**config.mk**
```make
export PLATFORM = sky130hd
export DESIGN_NAME = bscr_responder
export DESIGN_NICKNAME = d
export VERILOG_FILES = /design/src/bscr_pkg.sv /design/src/bscr_responder.sv /design/src/bscr_tt_decode.sv
export VERILOG_INCLUDE_DIRS = /design/src
export SDC_FILE = /design/constraint.sdc
export NUM_CORES = 1
export LEC_CHECK = 0
export CAP_MARGIN = 20
export CORE_MARGIN = 2
export CORE_UTILIZATION = 61
export DETAILED_ROUTE_END_ITERATION = 7
export DONT_BUFFER_PORTS = 1
export PLACE_DENSITY = 0.77
export SLEW_MARGIN = 20
export SYNTH_ARGS = -nofsm -noshare
export SYNTH_HDL_FRONTEND = slang
export SYNTH_SLANG_ARGS = --single-unit
```
**constraint.sdc**
```tcl
create_clock -name CLK_SYS_IN -period 5.3 [get_ports CLK_SYS_IN]
set_clock_uncertainty 0.15 [all_clocks]
set_input_delay 0.795 -clock CLK_SYS_IN [delete_from_list [all_inputs] [get_ports CLK_SYS_IN]]
set_output_delay 0.795 -clock CLK_SYS_IN [all_outputs]
set_load 0.01 [all_outputs]
```
**src/bscr_cfg.svh**
```systemverilog
// Constants of the bus snoop coherency responder
`ifndef BSCR_CFG_SVH
`define BSCR_CFG_SVH

// Bus address width and parity lanes (one odd parity bit per byte)
`define BSCR_ADDR_W 32
`define BSCR_PAR_W 4
`define BSCR_LANE_W 8

// Coherency granule is a 32-byte block: address bits below this are ignored
`define BSCR_BLK_LSB 5

// Snooped transfer type codes
`define BSCR_TT_CLEAN 5'h00
`define BSCR_TT_FLUSH 5'h04
`define BSCR_TT_SYNC 5'h08
`define BSCR_TT_KILL 5'h0C
`define BSCR_TT_ORDER 5'h10
`define BSCR_TT_XCTL_WR 5'h14
`define BSCR_TT_TLB_INV 5'h18
`define BSCR_TT_XCTL_RD 5'h1C
`define BSCR_TT_RESV_SET 5'h01
`define BSCR_TT_TLB_SYNC 5'h09
`define BSCR_TT_IBLK_INV 5'h0D
`define BSCR_TT_WR_FLUSH 5'h02
`define BSCR_TT_WR_KILL 5'h06
`define BSCR_TT_READ 5'h0A
`define BSCR_TT_READ_INTENT_MODIFY 5'h0E
`define BSCR_TT_WR_FLUSH_ATOM 5'h12
`define BSCR_TT_READ_ATOM 5'h1A
`define BSCR_TT_READ_INTENT_MODIFY_ATOM 5'h1E
`define BSCR_TT_READ_NO_CACHE 5'h0B

// Reset values
`define BSCR_RST_ADDR 32'h0000_0000

`endif

```
**src/bscr_pkg.sv**
```systemverilog
// Types shared by the bus snoop coherency responder
`include "bscr_cfg.svh"

package bscr_pkg;

    // Cache block state, three-state protocol
    typedef enum logic [1:0] {
        MEI_I = 2'b00,
        MEI_E = 2'b01,
        MEI_M = 2'b10
    } bscr_mei_t;

    // Snoop action class of a transfer type
    typedef enum logic [1:0] {
        CLS_NONE = 2'b00,      // No cache action
        CLS_INV_PUSH = 2'b01,  // E to I; M retried, pushed, to I
        CLS_KEEP_PUSH = 2'b10, // E stays; M retried, pushed, to E
        CLS_INV_DROP = 2'b11   // Any hit to I, no retry
    } bscr_class_t;

endpackage : bscr_pkg

```
**src/bscr_responder.sv**
```systemverilog
// Bus snoop coherency responder for a copy-back data cache
`timescale 1ns/1ps
`include "bscr_cfg.svh"

// Functional notes
// - Sample at transfer start; global qualifies snoop
// - Active reservation qualifies write or kill codes
// - Check address parity on every snooped transfer
// - Snoop L1, L2 tags and queues; no icache
// - Retry global access to line being filled
// - Retry access to queued, ungranted write-back line
// - Modified hit (except write-kill) or collision raises retry; master retries later
// - Internal conflict may also raise retry
// - No retry once own write address completed
// - Own burst writes are non-global
// - Never retry non-global; reservations still checked
// - No-action codes cause no snoop action
// - Kill: E to I; M retry, push, I
// - Write-flush: E to I; M retry, push, I
// - Write-kill: hit to I, no retry
// - Read: single keeps E; burst invalidates
// - Intent-modify read: E to I; M pushed
// - Atomic write-flush also cancels any reservation
// - Atomic reads behave like their plain forms
// - No-cache read: E stays; M pushed to E
// - Single-beat reads count as caching inhibited
module bscr_responder #(
    parameter int AW = `BSCR_ADDR_W,
    parameter int PW = `BSCR_PAR_W,
    parameter int BL = `BSCR_BLK_LSB
) (
    input wire logic CLK_SYS_IN,                  // System bus clock
    input wire logic RST_N_IN,                    // Async reset, active low
    input wire logic TRANSFER_START_IN,           // Transfer start from other master
    input wire logic [AW-1:0] ADDR_IN,            // Snooped address
    input wire logic [PW-1:0] ADDR_PARITY_IN,     // Odd parity per address byte
    input wire logic [4:0] TRANSFER_TYPE_IN,      // Snooped transfer type
    input wire logic BURST_INDICATOR_IN,          // High for burst transfer
    input wire logic GLOBAL_FLAG_IN,              // Coherency required
    input wire logic [1:0] L1_STATE_IN,           // L1 tag state during lookup
    input wire logic [1:0] L2_STATE_IN,           // L2 tag state during lookup
    input wire logic SNOOP_BUSY_IN,               // Tags unavailable this cycle
    input wire logic FILL_ACTIVE_IN,              // Burst read fill outstanding
    input wire logic [AW-1:0] FILL_ADDR_IN,       // Address of line being filled
    input wire logic WBQ_VALID_IN,                // Write-back queued
    input wire logic WBQ_GRANTED_IN,              // Write-back address tenure done
    input wire logic [AW-1:0] WBQ_ADDR_IN,        // Address of queued write-back
    input wire logic LOAD_RESERVE_SET_IN,         // Load-reserve sets reservation
    input wire logic RESERVE_CLEAR_IN,            // Own store-conditional clears it
    input wire logic [AW-1:0] RESERVE_ADDR_IN,    // Reservation address
    output logic LOOKUP_VALID_OUT,                // Tag lookup strobe
    output logic [AW-1:0] LOOKUP_ADDR_OUT,        // Tag lookup address
    output logic ADDRESS_RETRY_OUT,               // Address retry pulse
    output logic PUSH_REQ_OUT,                    // Push modified block
    output logic STATE_WR_OUT,                    // Write new block state
    output logic [1:0] STATE_WR_VAL_OUT,          // New block state
    output logic [AW-1:0] ACTION_ADDR_OUT,        // Address for push and state write
    output logic RESV_ACTIVE_OUT,                 // Reservation held
    output logic RESV_CANCEL_OUT,                 // Reservation cancelled by snoop
    output logic PARITY_ERR_OUT                   // Snooped address parity bad
);
    import bscr_pkg::*;

    typedef struct packed {
        logic s1_vld;
        logic [AW-1:0] s1_addr;
        bscr_class_t s1_cls;
        logic s1_glb;
        logic s1_rac;
        logic s1_rany;
        logic s1_perr;
        logic retry;
        logic push;
        logic st_wr;
        bscr_mei_t st_val;
        logic [AW-1:0] act_addr;
        logic resv_vld;
        logic [AW-1:0] resv_addr;
        logic resv_cancel;
        logic perr;
    } bscr_state_t;

    localparam bscr_state_t ST_RST = '{
        s1_vld: 1'b0,
        s1_addr: AW'(`BSCR_RST_ADDR),
        s1_cls: CLS_NONE,
        s1_glb: 1'b0,
        s1_rac: 1'b0,
        s1_rany: 1'b0,
        s1_perr: 1'b0,
        retry: 1'b0,
        push: 1'b0,
        st_wr: 1'b0,
        st_val: MEI_I,
        act_addr: AW'(`BSCR_RST_ADDR),
        resv_vld: 1'b0,
        resv_addr: AW'(`BSCR_RST_ADDR),
        resv_cancel: 1'b0,
        perr: 1'b0
    };

    bscr_state_t st_q;
    bscr_state_t st_d;

    bscr_class_t dec_cls;
    logic dec_rac;
    logic dec_rany;
    logic dec_wk;

    logic qual;
    logic act_ok;
    logic fill_col;
    logic wbq_col;
    bscr_mei_t eff;
    logic addr_par_bad;

    // Coherency is per block; anything finer is not compared
    function automatic logic same_blk(input logic [AW-1:0] a, input logic [AW-1:0] b);
        return a[AW-1:BL] == b[AW-1:BL];
    endfunction : same_blk

    function automatic logic parity_bad(input logic [AW-1:0] a, input logic [PW-1:0] p);
        logic bad;
        bad = 1'b0;
        for (int i = 0; i < PW; i++) begin
            bad = bad | ~(^{a[i*`BSCR_LANE_W +: `BSCR_LANE_W], p[i]});
        end
        return bad;
    endfunction : parity_bad

    // Combined L1/L2 state: modified anywhere wins, illegal codes count as miss
    function automatic bscr_mei_t merge_state(input logic [1:0] a, input logic [1:0] b);
        if (a == MEI_M || b == MEI_M) begin
            return MEI_M;
        end else if (a == MEI_E || b == MEI_E) begin
            return MEI_E;
        end
        return MEI_I;
    endfunction : merge_state

    bscr_tt_decode u_dec (
        .tt_in(TRANSFER_TYPE_IN),
        .burst_in(BURST_INDICATOR_IN),
        .class_out(dec_cls),
        .resv_addr_cancel_out(dec_rac),
        .resv_any_cancel_out(dec_rany),
        .write_kill_out(dec_wk)
    );

    // Own writes go out non-global, so only the reservation path sees them
    assign qual = GLOBAL_FLAG_IN || (st_q.resv_vld && dec_wk);

    // Instruction cache is never consulted
    assign eff = merge_state(L1_STATE_IN, L2_STATE_IN);
    assign act_ok = st_q.s1_vld && st_q.s1_glb && st_q.s1_cls != CLS_NONE;
    assign fill_col = FILL_ACTIVE_IN && same_blk(FILL_ADDR_IN, st_q.s1_addr);
    // Once granted, ordering is the memory system's job
    assign wbq_col = WBQ_VALID_IN && !WBQ_GRANTED_IN && same_blk(WBQ_ADDR_IN, st_q.s1_addr);
    assign addr_par_bad = parity_bad(ADDR_IN, ADDR_PARITY_IN);

    always_comb begin
        st_d = st_q;
        // Stage 1: capture at transfer start
        st_d.s1_vld = TRANSFER_START_IN && qual;
        st_d.s1_addr = ADDR_IN;
        st_d.s1_cls = dec_cls;
        st_d.s1_glb = GLOBAL_FLAG_IN;
        st_d.s1_rac = dec_rac;
        st_d.s1_rany = dec_rany;
        st_d.s1_perr = addr_par_bad;
        // Stage 2: answer one cycle after lookup
        st_d.retry = 1'b0;
        st_d.push = 1'b0;
        st_d.st_wr = 1'b0;
        st_d.st_val = MEI_I;
        st_d.act_addr = st_q.s1_addr;
        st_d.resv_cancel = 1'b0;
        st_d.perr = st_q.s1_vld && st_q.s1_perr;
        if (act_ok) begin
            // Busy tags cannot be looked at: retry and leave state alone
            if (SNOOP_BUSY_IN || fill_col || wbq_col) begin
                st_d.retry = 1'b1;
            end
            if (!SNOOP_BUSY_IN) begin
                unique case (st_q.s1_cls)
                    CLS_INV_PUSH: begin
                        if (eff != MEI_I) begin
                            st_d.st_wr = 1'b1;
                            st_d.st_val = MEI_I;
                        end
                        if (eff == MEI_M) begin
                            st_d.retry = 1'b1;
                            st_d.push = 1'b1;
                        end
                    end
                    CLS_INV_DROP: begin
                        // Modified data is discarded on purpose
                        if (eff != MEI_I) begin
                            st_d.st_wr = 1'b1;
                            st_d.st_val = MEI_I;
                        end
                    end
                    CLS_KEEP_PUSH: begin
                        if (eff == MEI_M) begin
                            st_d.retry = 1'b1;
                            st_d.push = 1'b1;
                            st_d.st_wr = 1'b1;
                            st_d.st_val = MEI_E;
                        end
                    end
                    CLS_NONE: begin
                        st_d.st_wr = 1'b0;
                    end
                endcase
            end
        end
        // Reservation: snoop cancel checked even for non-global transfers
        if (st_q.s1_vld && st_q.resv_vld
            && (st_q.s1_rany || (st_q.s1_rac && same_blk(st_q.resv_addr, st_q.s1_addr)))) begin
            st_d.resv_cancel = 1'b1;
        end
        // A new reservation in the same cycle wins over any cancel
        if (LOAD_RESERVE_SET_IN) begin
            st_d.resv_vld = 1'b1;
            st_d.resv_addr = RESERVE_ADDR_IN;
        end else if (st_d.resv_cancel || RESERVE_CLEAR_IN) begin
            st_d.resv_vld = 1'b0;
        end
    end

    always_ff @(posedge CLK_SYS_IN or negedge RST_N_IN) begin
        if (!RST_N_IN) begin
            st_q <= ST_RST;
        end else begin
            st_q <= st_d;
        end
    end

    assign LOOKUP_VALID_OUT = st_q.s1_vld;
    assign LOOKUP_ADDR_OUT = st_q.s1_addr;
    assign ADDRESS_RETRY_OUT = st_q.retry;
    assign PUSH_REQ_OUT = st_q.push;
    assign STATE_WR_OUT = st_q.st_wr;
    assign STATE_WR_VAL_OUT = st_q.st_val;
    assign ACTION_ADDR_OUT = st_q.act_addr;
    assign RESV_ACTIVE_OUT = st_q.resv_vld;
    assign RESV_CANCEL_OUT = st_q.resv_cancel;
    assign PARITY_ERR_OUT = st_q.perr;

    a_global_lookup: assert property (
        @(posedge CLK_SYS_IN) disable iff (!RST_N_IN)
        TRANSFER_START_IN && GLOBAL_FLAG_IN |=> LOOKUP_VALID_OUT
            && LOOKUP_ADDR_OUT == $past(ADDR_IN))
        else $error("global transfer start not looked up");

    a_resv_qualify: assert property (
        @(posedge CLK_SYS_IN) disable iff (!RST_N_IN)
        TRANSFER_START_IN && !GLOBAL_FLAG_IN && RESV_ACTIVE_OUT && dec_wk |=> LOOKUP_VALID_OUT)
        else $error("write or kill under reservation not snooped");

    a_unqual_quiet: assert property (
        @(posedge CLK_SYS_IN) disable iff (!RST_N_IN)
        TRANSFER_START_IN && !GLOBAL_FLAG_IN && !(RESV_ACTIVE_OUT && dec_wk)
            |=> !LOOKUP_VALID_OUT ##1 (!STATE_WR_OUT && !PUSH_REQ_OUT))
        else $error("unqualified transfer caused snoop action");

    a_parity_flag: assert property (
        @(posedge CLK_SYS_IN) disable iff (!RST_N_IN)
        TRANSFER_START_IN && qual |-> ##2 PARITY_ERR_OUT == $past(addr_par_bad, 2))
        else $error("address parity result wrong");

    a_retry_global: assert property (
        @(posedge CLK_SYS_IN) disable iff (!RST_N_IN)
        ADDRESS_RETRY_OUT |-> $past(GLOBAL_FLAG_IN, 2) && $past(TRANSFER_START_IN, 2))
        else $error("retry without global transfer");

    a_fill_retry: assert property (
        @(posedge CLK_SYS_IN) disable iff (!RST_N_IN)
        act_ok && fill_col |=> ADDRESS_RETRY_OUT)
        else $error("pipeline collision not retried");

    a_queue_retry: assert property (
        @(posedge CLK_SYS_IN) disable iff (!RST_N_IN)
        act_ok && wbq_col |=> ADDRESS_RETRY_OUT)
        else $error("write-back queue collision not retried");

    a_granted_quiet: assert property (
        @(posedge CLK_SYS_IN) disable iff (!RST_N_IN)
        act_ok && WBQ_VALID_IN && WBQ_GRANTED_IN && !SNOOP_BUSY_IN && !fill_col && eff != MEI_M
            |=> !ADDRESS_RETRY_OUT)
        else $error("granted write-back still retried");

    a_modified_push: assert property (
        @(posedge CLK_SYS_IN) disable iff (!RST_N_IN)
        act_ok && !SNOOP_BUSY_IN && eff == MEI_M && st_q.s1_cls != CLS_INV_DROP
            |=> ADDRESS_RETRY_OUT && PUSH_REQ_OUT && STATE_WR_OUT)
        else $error("modified hit not retried and pushed");

    a_kill_noretry: assert property (
        @(posedge CLK_SYS_IN) disable iff (!RST_N_IN)
        act_ok && st_q.s1_cls == CLS_INV_DROP && !SNOOP_BUSY_IN && !fill_col && !wbq_col
            && eff != MEI_I |=> !ADDRESS_RETRY_OUT && STATE_WR_OUT && STATE_WR_VAL_OUT == MEI_I)
        else $error("write-kill hit handled wrongly");

    a_keep_exclusive: assert property (
        @(posedge CLK_SYS_IN) disable iff (!RST_N_IN)
        act_ok && st_q.s1_cls == CLS_KEEP_PUSH && eff == MEI_E |=> !STATE_WR_OUT)
        else $error("exclusive block changed by non-caching read");

    a_none_quiet: assert property (
        @(posedge CLK_SYS_IN) disable iff (!RST_N_IN)
        TRANSFER_START_IN && dec_cls == CLS_NONE
            |-> ##2 (!ADDRESS_RETRY_OUT && !PUSH_REQ_OUT && !STATE_WR_OUT))
        else $error("no-action code caused snoop action");

    a_any_cancel: assert property (
        @(posedge CLK_SYS_IN) disable iff (!RST_N_IN)
        LOOKUP_VALID_OUT && st_q.s1_rany && RESV_ACTIVE_OUT && !LOAD_RESERVE_SET_IN
            |=> RESV_CANCEL_OUT && !RESV_ACTIVE_OUT)
        else $error("atomic write-flush left reservation");

    a_busy_retry: assert property (
        @(posedge CLK_SYS_IN) disable iff (!RST_N_IN)
        act_ok && SNOOP_BUSY_IN |=> ADDRESS_RETRY_OUT && !PUSH_REQ_OUT && !STATE_WR_OUT)
        else $error("busy tags not retried");

    a_exclusive_inv: assert property (
        @(posedge CLK_SYS_IN) disable iff (!RST_N_IN)
        act_ok && !SNOOP_BUSY_IN && st_q.s1_cls == CLS_INV_PUSH && eff == MEI_E
            |=> STATE_WR_OUT && STATE_WR_VAL_OUT == MEI_I && !PUSH_REQ_OUT)
        else $error("exclusive block not invalidated");

    a_modified_keep: assert property (
        @(posedge CLK_SYS_IN) disable iff (!RST_N_IN)
        act_ok && !SNOOP_BUSY_IN && st_q.s1_cls == CLS_KEEP_PUSH && eff == MEI_M
            |=> STATE_WR_OUT && STATE_WR_VAL_OUT == MEI_E)
        else $error("modified block not kept exclusive");

    a_addr_cancel: assert property (
        @(posedge CLK_SYS_IN) disable iff (!RST_N_IN)
        LOOKUP_VALID_OUT && st_q.s1_rac && RESV_ACTIVE_OUT
            && same_blk(st_q.resv_addr, LOOKUP_ADDR_OUT) |=> RESV_CANCEL_OUT)
        else $error("matching reservation not cancelled");

    a_miss_quiet: assert property (
        @(posedge CLK_SYS_IN) disable iff (!RST_N_IN)
        act_ok && !SNOOP_BUSY_IN && !fill_col && !wbq_col && eff == MEI_I
            |=> !ADDRESS_RETRY_OUT && !PUSH_REQ_OUT && !STATE_WR_OUT)
        else $error("cache miss caused snoop action");

endmodule : bscr_responder

```
**src/bscr_tt_decode.sv**
```systemverilog
// Transfer type decoder: maps a snooped code to its snoop action
`timescale 1ns/1ps
`include "bscr_cfg.svh"

module bscr_tt_decode (
    input wire logic [4:0] tt_in,                // Snooped transfer type
    input wire logic burst_in,                   // High for a burst transfer
    output bscr_pkg::bscr_class_t class_out,     // Cache action class
    output logic resv_addr_cancel_out,           // Cancel reservation on block match
    output logic resv_any_cancel_out,            // Cancel reservation whatever the address
    output logic write_kill_out                  // Write or kill, qualifies by reservation
);
    import bscr_pkg::*;

    always_comb begin
        class_out = CLS_NONE;
        resv_addr_cancel_out = 1'b0;
        resv_any_cancel_out = 1'b0;
        write_kill_out = 1'b0;
        unique case (tt_in)
            `BSCR_TT_KILL: begin
                class_out = CLS_INV_PUSH;
                resv_addr_cancel_out = 1'b1;
                write_kill_out = 1'b1;
            end
            `BSCR_TT_WR_FLUSH: begin
                class_out = CLS_INV_PUSH;
                resv_addr_cancel_out = 1'b1;
                write_kill_out = 1'b1;
            end
            `BSCR_TT_WR_KILL: begin
                class_out = CLS_INV_DROP;
                resv_addr_cancel_out = 1'b1;
                write_kill_out = 1'b1;
            end
            `BSCR_TT_READ, `BSCR_TT_READ_ATOM: begin
                // Single-beat reads count as caching inhibited
                class_out = burst_in ? CLS_INV_PUSH : CLS_KEEP_PUSH;
            end
            `BSCR_TT_READ_INTENT_MODIFY, `BSCR_TT_READ_INTENT_MODIFY_ATOM: begin
                class_out = CLS_INV_PUSH;
            end
            `BSCR_TT_WR_FLUSH_ATOM: begin
                class_out = CLS_INV_PUSH;
                resv_any_cancel_out = 1'b1;
                write_kill_out = 1'b1;
            end
            `BSCR_TT_READ_NO_CACHE: begin
                class_out = CLS_KEEP_PUSH;
            end
            default: begin
                // No-action and reserved codes
                class_out = CLS_NONE;
            end
        endcase
    end

endmodule : bscr_tt_decode

```
=== Word-level counts from Yosys, hierarchy flattened ===
Cells that the tools add are included.

* Flip-flop bits (word level): 111
* Word-level logic and storage cells: 97
* Input bits: 152
* Output and inout bits: 73

* Bitwise operators: 7
* Eq/ne operators: 20
* Mux-type cells: 22
* Reduce and logical (&&, ||, !) cells: 32

{| class="wikitable"
|+ Operators by type and width
! kind !! number
|-
| $eq 27x27->1 || 3
|-
| $reduce_xor 9->1 || 4
|-
| $eq 5x4->1 const B || 4
|-
| $eq 5x5->1 const B || 3
|-
| $mux 5 || 3
|-
| $logic_and 1x1->1 || 11
|-
| $eq 2x2->1 const B || 5
|-
| $mux 2 || 5
|-
| $mux 1 || 9
|-
| $pmux 2 s2 || 2
|-
| $pmux 2 s4 || 1
|-
| $logic_or 1x1->1 || 7
|-
| $eq 2x1->1 const B || 3
|-
| $reduce_bool 2->1 || 3
|-
| $eq 5x2->1 const B || 1
|-
| $eq 5x3->1 const B || 1
|-
| $reduce_or 5->1 || 1
|-
| $not 1->1 || 4
|-
| $reduce_or 2->1 || 2
|-
| $reduce_or 4->1 || 1
|-
| $mux 3 || 1
|-
| $or 1x1->1 || 3
|-
| $pmux 1 s3 || 1
|-
| $reduce_or 3->1 || 1
|-
| 2 further kinds || 2
|}

=== Logic depth before layout (Yosys ltp) ===
* Depth in word-level cells: 10
* Gate-level depth with buffers: 5
* Mapped depth without buffers: 5

=== Cells and area by module ===
A second synthesis with hierarchy kept.

* Cell total of the unflattened synthesis: 385
* Area, all modules: 4890.9 um^2

{| class="wikitable"
|+ Modules (own cells, without submodules)
! module !! sequential area each (um^2) !! cells each !! instances !! area each (um^2)
|-
| bscr_responder || 2627.5 || 368 || 1 || 4779.6
|-
| bscr_tt_decode || 0.0 || 17 || 1 || 111.4
|}

=== Worst setup path before layout ===
No wires, ideal clock.

* Path type: in2reg
* Start: input LOAD_RESERVE_SET_IN
* End: register st_q[10] (netlist bit)
* Path slack: 3309 ps
* Arrival: 1716 ps
* Buffers on the path: 2
* Library setup time: 125 ps
* Data required time: 5025 ps
* Cell stages on the path: 3
* Cells stage by stage: clkbuf_1 > buf_2 > mux2_2

{| class="wikitable"
|+ RTL lines
! what !! RTL line !! source
|-
| start, declared || bscr_responder.sv:48 || <nowiki>input wire logic LOAD_RESERVE_SET_IN,</nowiki>
|-
| end signal, assigned || bscr_responder.sv:235 || <nowiki>st_q <= st_d;</nowiki>
|-
| end, declared || bscr_responder.sv:102 || <nowiki>bscr_state_t st_q;</nowiki>
|}

No word-level cell between the ends.

=== Worst setup path in the final report ===
* Start: register st_q, in the netlist LOOKUP_ADDR_OUT[21]
* End: register st_q, in the netlist RESV_ACTIVE_OUT

* Longest elaborated chain between the ends: 7

{| class="wikitable"
|+ RTL lines
! what !! RTL line !! source
|-
| $eq 27x27->1 || bscr_responder.sv:119 || <nowiki>return a[AW-1:BL] == b[AW-1:BL];</nowiki>
|-
| $logic_and 1x1->1 || bscr_responder.sv:219 || <nowiki>&& (st_q.s1_rany || (st_q.s1_rac && same_blk(st_q.resv_addr, st_q.s1_addr)))) begin</nowiki>
|-
| $logic_or 1x1->1 || bscr_responder.sv:219 ||
|-
| $logic_and 1x1->1 || bscr_responder.sv:219 ||
|-
| $mux 1 || bscr_responder.sv:218 || <nowiki>if (st_q.s1_vld && st_q.resv_vld</nowiki>
|-
| $logic_or 1x1->1 || bscr_responder.sv:226 || <nowiki>end else if (st_d.resv_cancel || RESERVE_CLEAR_IN) begin</nowiki>
|-
| $reduce_bool 2->1 (no line) || n/a ||
|}

Every way passes these cells.
A chain may end at the register's enable or synchronous reset.

==> run_summary.xml <==
<?xml version="1.0" encoding="UTF-8"?>
<metrics>
  <group name="outcome">
    <metric name="status" unit="">finished clean</metric>
  </group>
  <group name="synthesis">
    <metric name="synth-adder-area-share" unit="">0.00512</metric>
    <metric name="muxShareOfSynthArea" unit="">0.0643</metric>
    <metric name="syn_area" unit="sq um">4890</metric>
    <metric name="ys_seq_area_frac" unit="">0.538</metric>
    <metric name="syn-num-nets" unit="">539</metric>
    <metric name="synth_top_family_by_area" unit="">XOR/XNOR gates</metric>
    <metric name="synth.lib_cells_used.distinct" unit="">35</metric>
    <metric name="asyncSetResetFlopFracSynth" unit="">1.00</metric>
    <metric name="avgSynthCellArea" unit="sq um">12.7</metric>
    <metric name="ys.warnings.count" unit="">0</metric>
    <metric name="number_of_flip_flops_and_latches_in_the_synthesized_netlist" unit="">105</metric>
    <metric name="post_synth_inst_count" unit="">385</metric>
    <metric name="synthFlopType" unit="">sky130_fd_sc_hd__dfrtp_1</metric>
    <metric name="synth_edf_count" unit="">0</metric>
    <metric name="yosys.area_share.xor_xnor" unit="">0.203</metric>
    <metric name="post_synth_and_or_nand_nor_area_fraction" unit="">0.0638</metric>
    <metric name="synth_compound_gate_area_share" unit="">0.0184</metric>
  </group>
  <group name="drt">
    <metric name="postRouteWirelength" unit="um">10900</metric>
    <metric name="drtPass1Iterations" unit="">4</metric>
    <metric name="drt_iter0_markers" unit="">58</metric>
    <metric name="residual_drc_count" unit="">0</metric>
    <metric name="antenna_nets_post_route" unit="">0</metric>
    <metric name="avgRoutedWirePerCell" unit="um">25.0</metric>
    <metric name="vias" unit="">2504</metric>
    <metric name="drt-vias-per-instance" unit="">5.76</metric>
  </group>
  <group name="die">
    <metric name="die_w" unit="um">93.5</metric>
    <metric name="core_area" unit="sq um">7730</metric>
    <metric name="placement_rows" unit="">32</metric>
    <metric name="fp.dieH" unit="um">93.5</metric>
    <metric name="floorplan.initialDensity" unit="">0.632</metric>
    <metric name="top_level_ports" unit="">225</metric>
    <metric name="design.die.area" unit="sq um">8740</metric>
  </group>
  <group name="clock_tree">
    <metric name="cts_tree" unit="">built</metric>
    <metric name="cts.path.max_buffers" unit="">2</metric>
    <metric name="cts_made_buffers" unit="">9</metric>
    <metric name="clock_insertion_delay_worst_skew" unit="ns">0.36</metric>
    <metric name="clock_tree.htree_level_count" unit="">3</metric>
    <metric name="clock_net_sink_count" unit="">105</metric>
    <metric name="cts_setup_buffers" unit="">0</metric>
    <metric name="cts_root_buf" unit="">sky130_fd_sc_hd__clkbuf_8</metric>
    <metric name="cts_hold_buf" unit="">1</metric>
    <metric name="clock_pin_slew_of_the_registers_on_the_worst_case_setup_and_hold_paths" unit="ns">0.11</metric>
    <metric name="cts-resized-gates" unit="">0</metric>
  </group>
  <group name="place">
    <metric name="buffer_ports.inserted" unit="">0</metric>
    <metric name="dp_hpwl" unit="um">8330</metric>
    <metric name="gp_routability_congestion" unit="">0.798</metric>
  </group>
  <group name="sta">
    <metric name="final.min_clock_period" unit="ns">2.21</metric>
    <metric name="holdWs" unit="ns">0.209</metric>
    <metric name="rsz_0062_raised_after_global_routing" unit="">no</metric>
    <metric name="timing.fmax" unit="GHz">0.453</metric>
    <metric name="setup-tns-final" unit="ns">0</metric>
    <metric name="max-slew-margin-rel" unit="">0.663</metric>
    <metric name="max_slew.worst_pin.slew" unit="ns">0.506</metric>
    <metric name="final-max-slew-violation-count" unit="">0</metric>
    <metric name="report.final.hold_viol_count" unit="">0</metric>
    <metric name="fraction_of_the_cycle_the_final_worst_path_needs" unit="">0.416</metric>
    <metric name="setup_viol" unit="">0</metric>
  </group>
  <group name="layout">
    <metric name="final_layout_size_suffix_gt1_frac" unit="">0.117</metric>
    <metric name="final_net_count" unit="">482</metric>
    <metric name="antenna-diode-count" unit="">0</metric>
    <metric name="n_fill_cell" unit="">602</metric>
    <metric name="syn2layout_area_growth" unit="%">-3.10</metric>
  </group>
  <group name="pwr">
    <metric name="p_leak" unit="nW">1.88</metric>
    <metric name="power.density" unit="nW/um^2">340</metric>
    <metric name="ir_drop" unit="mV">0.214</metric>
  </group>
  <group name="flow_run">
    <metric name="max_cap_violations" unit="">0</metric>
  </group>
  <group name="global_route">
    <metric name="grt_use_total" unit="">0.255</metric>
    <metric name="number_of_antenna_violations_at_the_first_check_in_global_routing" unit="">0</metric>
    <metric name="grt_first_pass_wirelength" unit="um">15900</metric>
    <metric name="first_global_vias" unit="">2824</metric>
    <metric name="grt_max_degree" unit="">106</metric>
    <metric name="globalRouteOverflowTotal" unit="">0</metric>
  </group>
  <group name="critical_path">
    <metric name="regToRegSetupSlack" unit="ns">3.09</metric>
    <metric name="worstSetupStartpointType" unit="">register</metric>
    <metric name="timing.critical_path.required" unit="ns">5.38</metric>
    <metric name="criticalPathCategory" unit="">reg2reg</metric>
    <metric name="crit_path_end_kind" unit="">register</metric>
    <metric name="critical_path.max_fanout" unit="">5</metric>
    <metric name="cp_data_arrival_time" unit="ns">2.28</metric>
  </group>
  <group name="min_path">
    <metric name="holdCritPathClass" unit="">in2async</metric>
  </group>
</metrics>
## registers in the layout (all words and copies together), names as in the netlist
name and count:
PUSH_REQ_OUT 1, RESV_CANCEL_OUT 1, STATE_WR_VAL_OUT 1, STATE_WR_OUT 1
RESV_ACTIVE_OUT 1, PARITY_ERR_OUT 1, ACTION_ADDR_OUT 32, LOOKUP_ADDR_OUT 32
LOOKUP_VALID_OUT 1, st_q 33, ADDRESS_RETRY_OUT 1
## report_power, final
part	internal [mW]	total, mW	switching (mW)
logic	0.103	0.185	0.0814
clock network	0.233	0.508	0.275
registers	0.851	0.918	0.0661
total	1.19	1.61	0.422
## synth_stat cells (2+ instances only)
cell type | instances | area [sq um]
sky130_fd_sc_hd__buf_2 | 2 | 10.0
sky130_fd_sc_hd__mux2_2 | 19 | 214
sky130_fd_sc_hd__dfrtp_1 | 105 | 2630
sky130_fd_sc_hd__nor2b_1 | 2 | 12.5
sky130_fd_sc_hd__a21oi_1 | 3 | 15.0
sky130_fd_sc_hd__o21a_1 | 4 | 30.0
sky130_fd_sc_hd__ha_1 | 2 | 25.0
sky130_fd_sc_hd__nand2b_1 | 2 | 12.5
sky130_fd_sc_hd__buf_4 | 66 | 495
sky130_fd_sc_hd__and3_1 | 2 | 12.5
sky130_fd_sc_hd__nand3b_1 | 3 | 22.5
sky130_fd_sc_hd__xor2_1 | 14 | 123
sky130_fd_sc_hd__nor4_1 | 4 | 25.0
sky130_fd_sc_hd__nor2_1 | 8 | 30.0
sky130_fd_sc_hd__nor3_1 | 4 | 20.0
sky130_fd_sc_hd__inv_1 | 3 | 11.3
sky130_fd_sc_hd__nand4_1 | 19 | 119
sky130_fd_sc_hd__xnor2_1 | 99 | 867
sky130_fd_sc_hd__mux2_1 | 8 | 90.1
## path summary, 6_finish.rpt
| check | end | from | cells after the start |
|---|---|---|---|
| max reg2reg | RESV_ACTIVE_OUT | LOOKUP_ADDR_OUT[21] | 5 |
| min | ACTION_ADDR_OUT[2] | RST_N_IN | 1 |
| min reg2reg | ACTION_ADDR_OUT[0] | LOOKUP_ADDR_OUT[0] | 0 |
| max | RESV_ACTIVE_OUT | LOOKUP_ADDR_OUT[21] | 5 |
| max in group asynchronous | st_q[28] | RST_N_IN | 1 |
| min in group CLK_SYS_IN | LOOKUP_ADDR_OUT[4] | ADDR_IN[4] | 0 |
## layout make-up
cell class,instances,area (sq um),area share
Clock buffer,10,138,0.0291
Clock inverter,6,65.1,0.0137
Multi-Input combinational cell,207,1730,0.366
Inverter,4,15.0,0.00317
Sequential cell,105,2630,0.555
Timing Repair Buffer,1,27.5,0.00581
Tap cell,102,128,0.0270
## cells in the final DEF, fill, tap and decap left out, drive strengths merged, types with 4 or more instances in the layout
| cell | count |
|---|---|
| nand4 | 20 |
| o21a | 4 |
| nor4 | 5 |
| mux2 | 27 |
| inv | 6 |
| nor3 | 4 |
| dfrtp | 105 |
| xor2 | 14 |
| xnor2 | 99 |
| clkbuf | 10 |
| nor2 | 8 |
## logic make-up after synthesis
kind of cell,after synthesis
compound gates,13
xor+xnor,113
fa+ha+maj,2
buf+inv,73
flops,105
mux,28
other cells,1
simple gates,50
## per-layer routing
metal  vias to the layer above  track usage  part of all wire
li1                       1092            -                 -
met1                      1261        0.330              0.39
met2                       138        0.417              0.50
met3                        13       0.0774             0.093
met4                         0       0.0735             0.015
met5                         -            0                 0
## worst max-delay path, cell delays in order (launching register included)
cell and delay [ns]:
sky130_fd_sc_hd__dfrtp_1 0.65, sky130_fd_sc_hd__xnor2_1 0.17, sky130_fd_sc_hd__nand4_1 0.14, sky130_fd_sc_hd__or4_1 0.55
sky130_fd_sc_hd__nor4_2 0.29, sky130_fd_sc_hd__o31ai_1 0.13
## stage by stage
stage | std cells | setup slack [ns] | util | instance area, sq um | power [mW]
finish | 435 | 3.09 | 0.613 | 4730 | 1.61
global route | 435 | 2.93 | 0.613 | 4730 | 1.67
CTS | 435 | 3.05 | 0.613 | 4730 | 1.62
detailed placement | 418 | 3.06 | 0.583 | 4500 | 1.10
global placement | 418 | 3.07 | 0.583 | 4500 | 1.10
floorplan | 385 | 3.31 | - | 4890 | 1.09
Power figures use the tool's default switching activity.
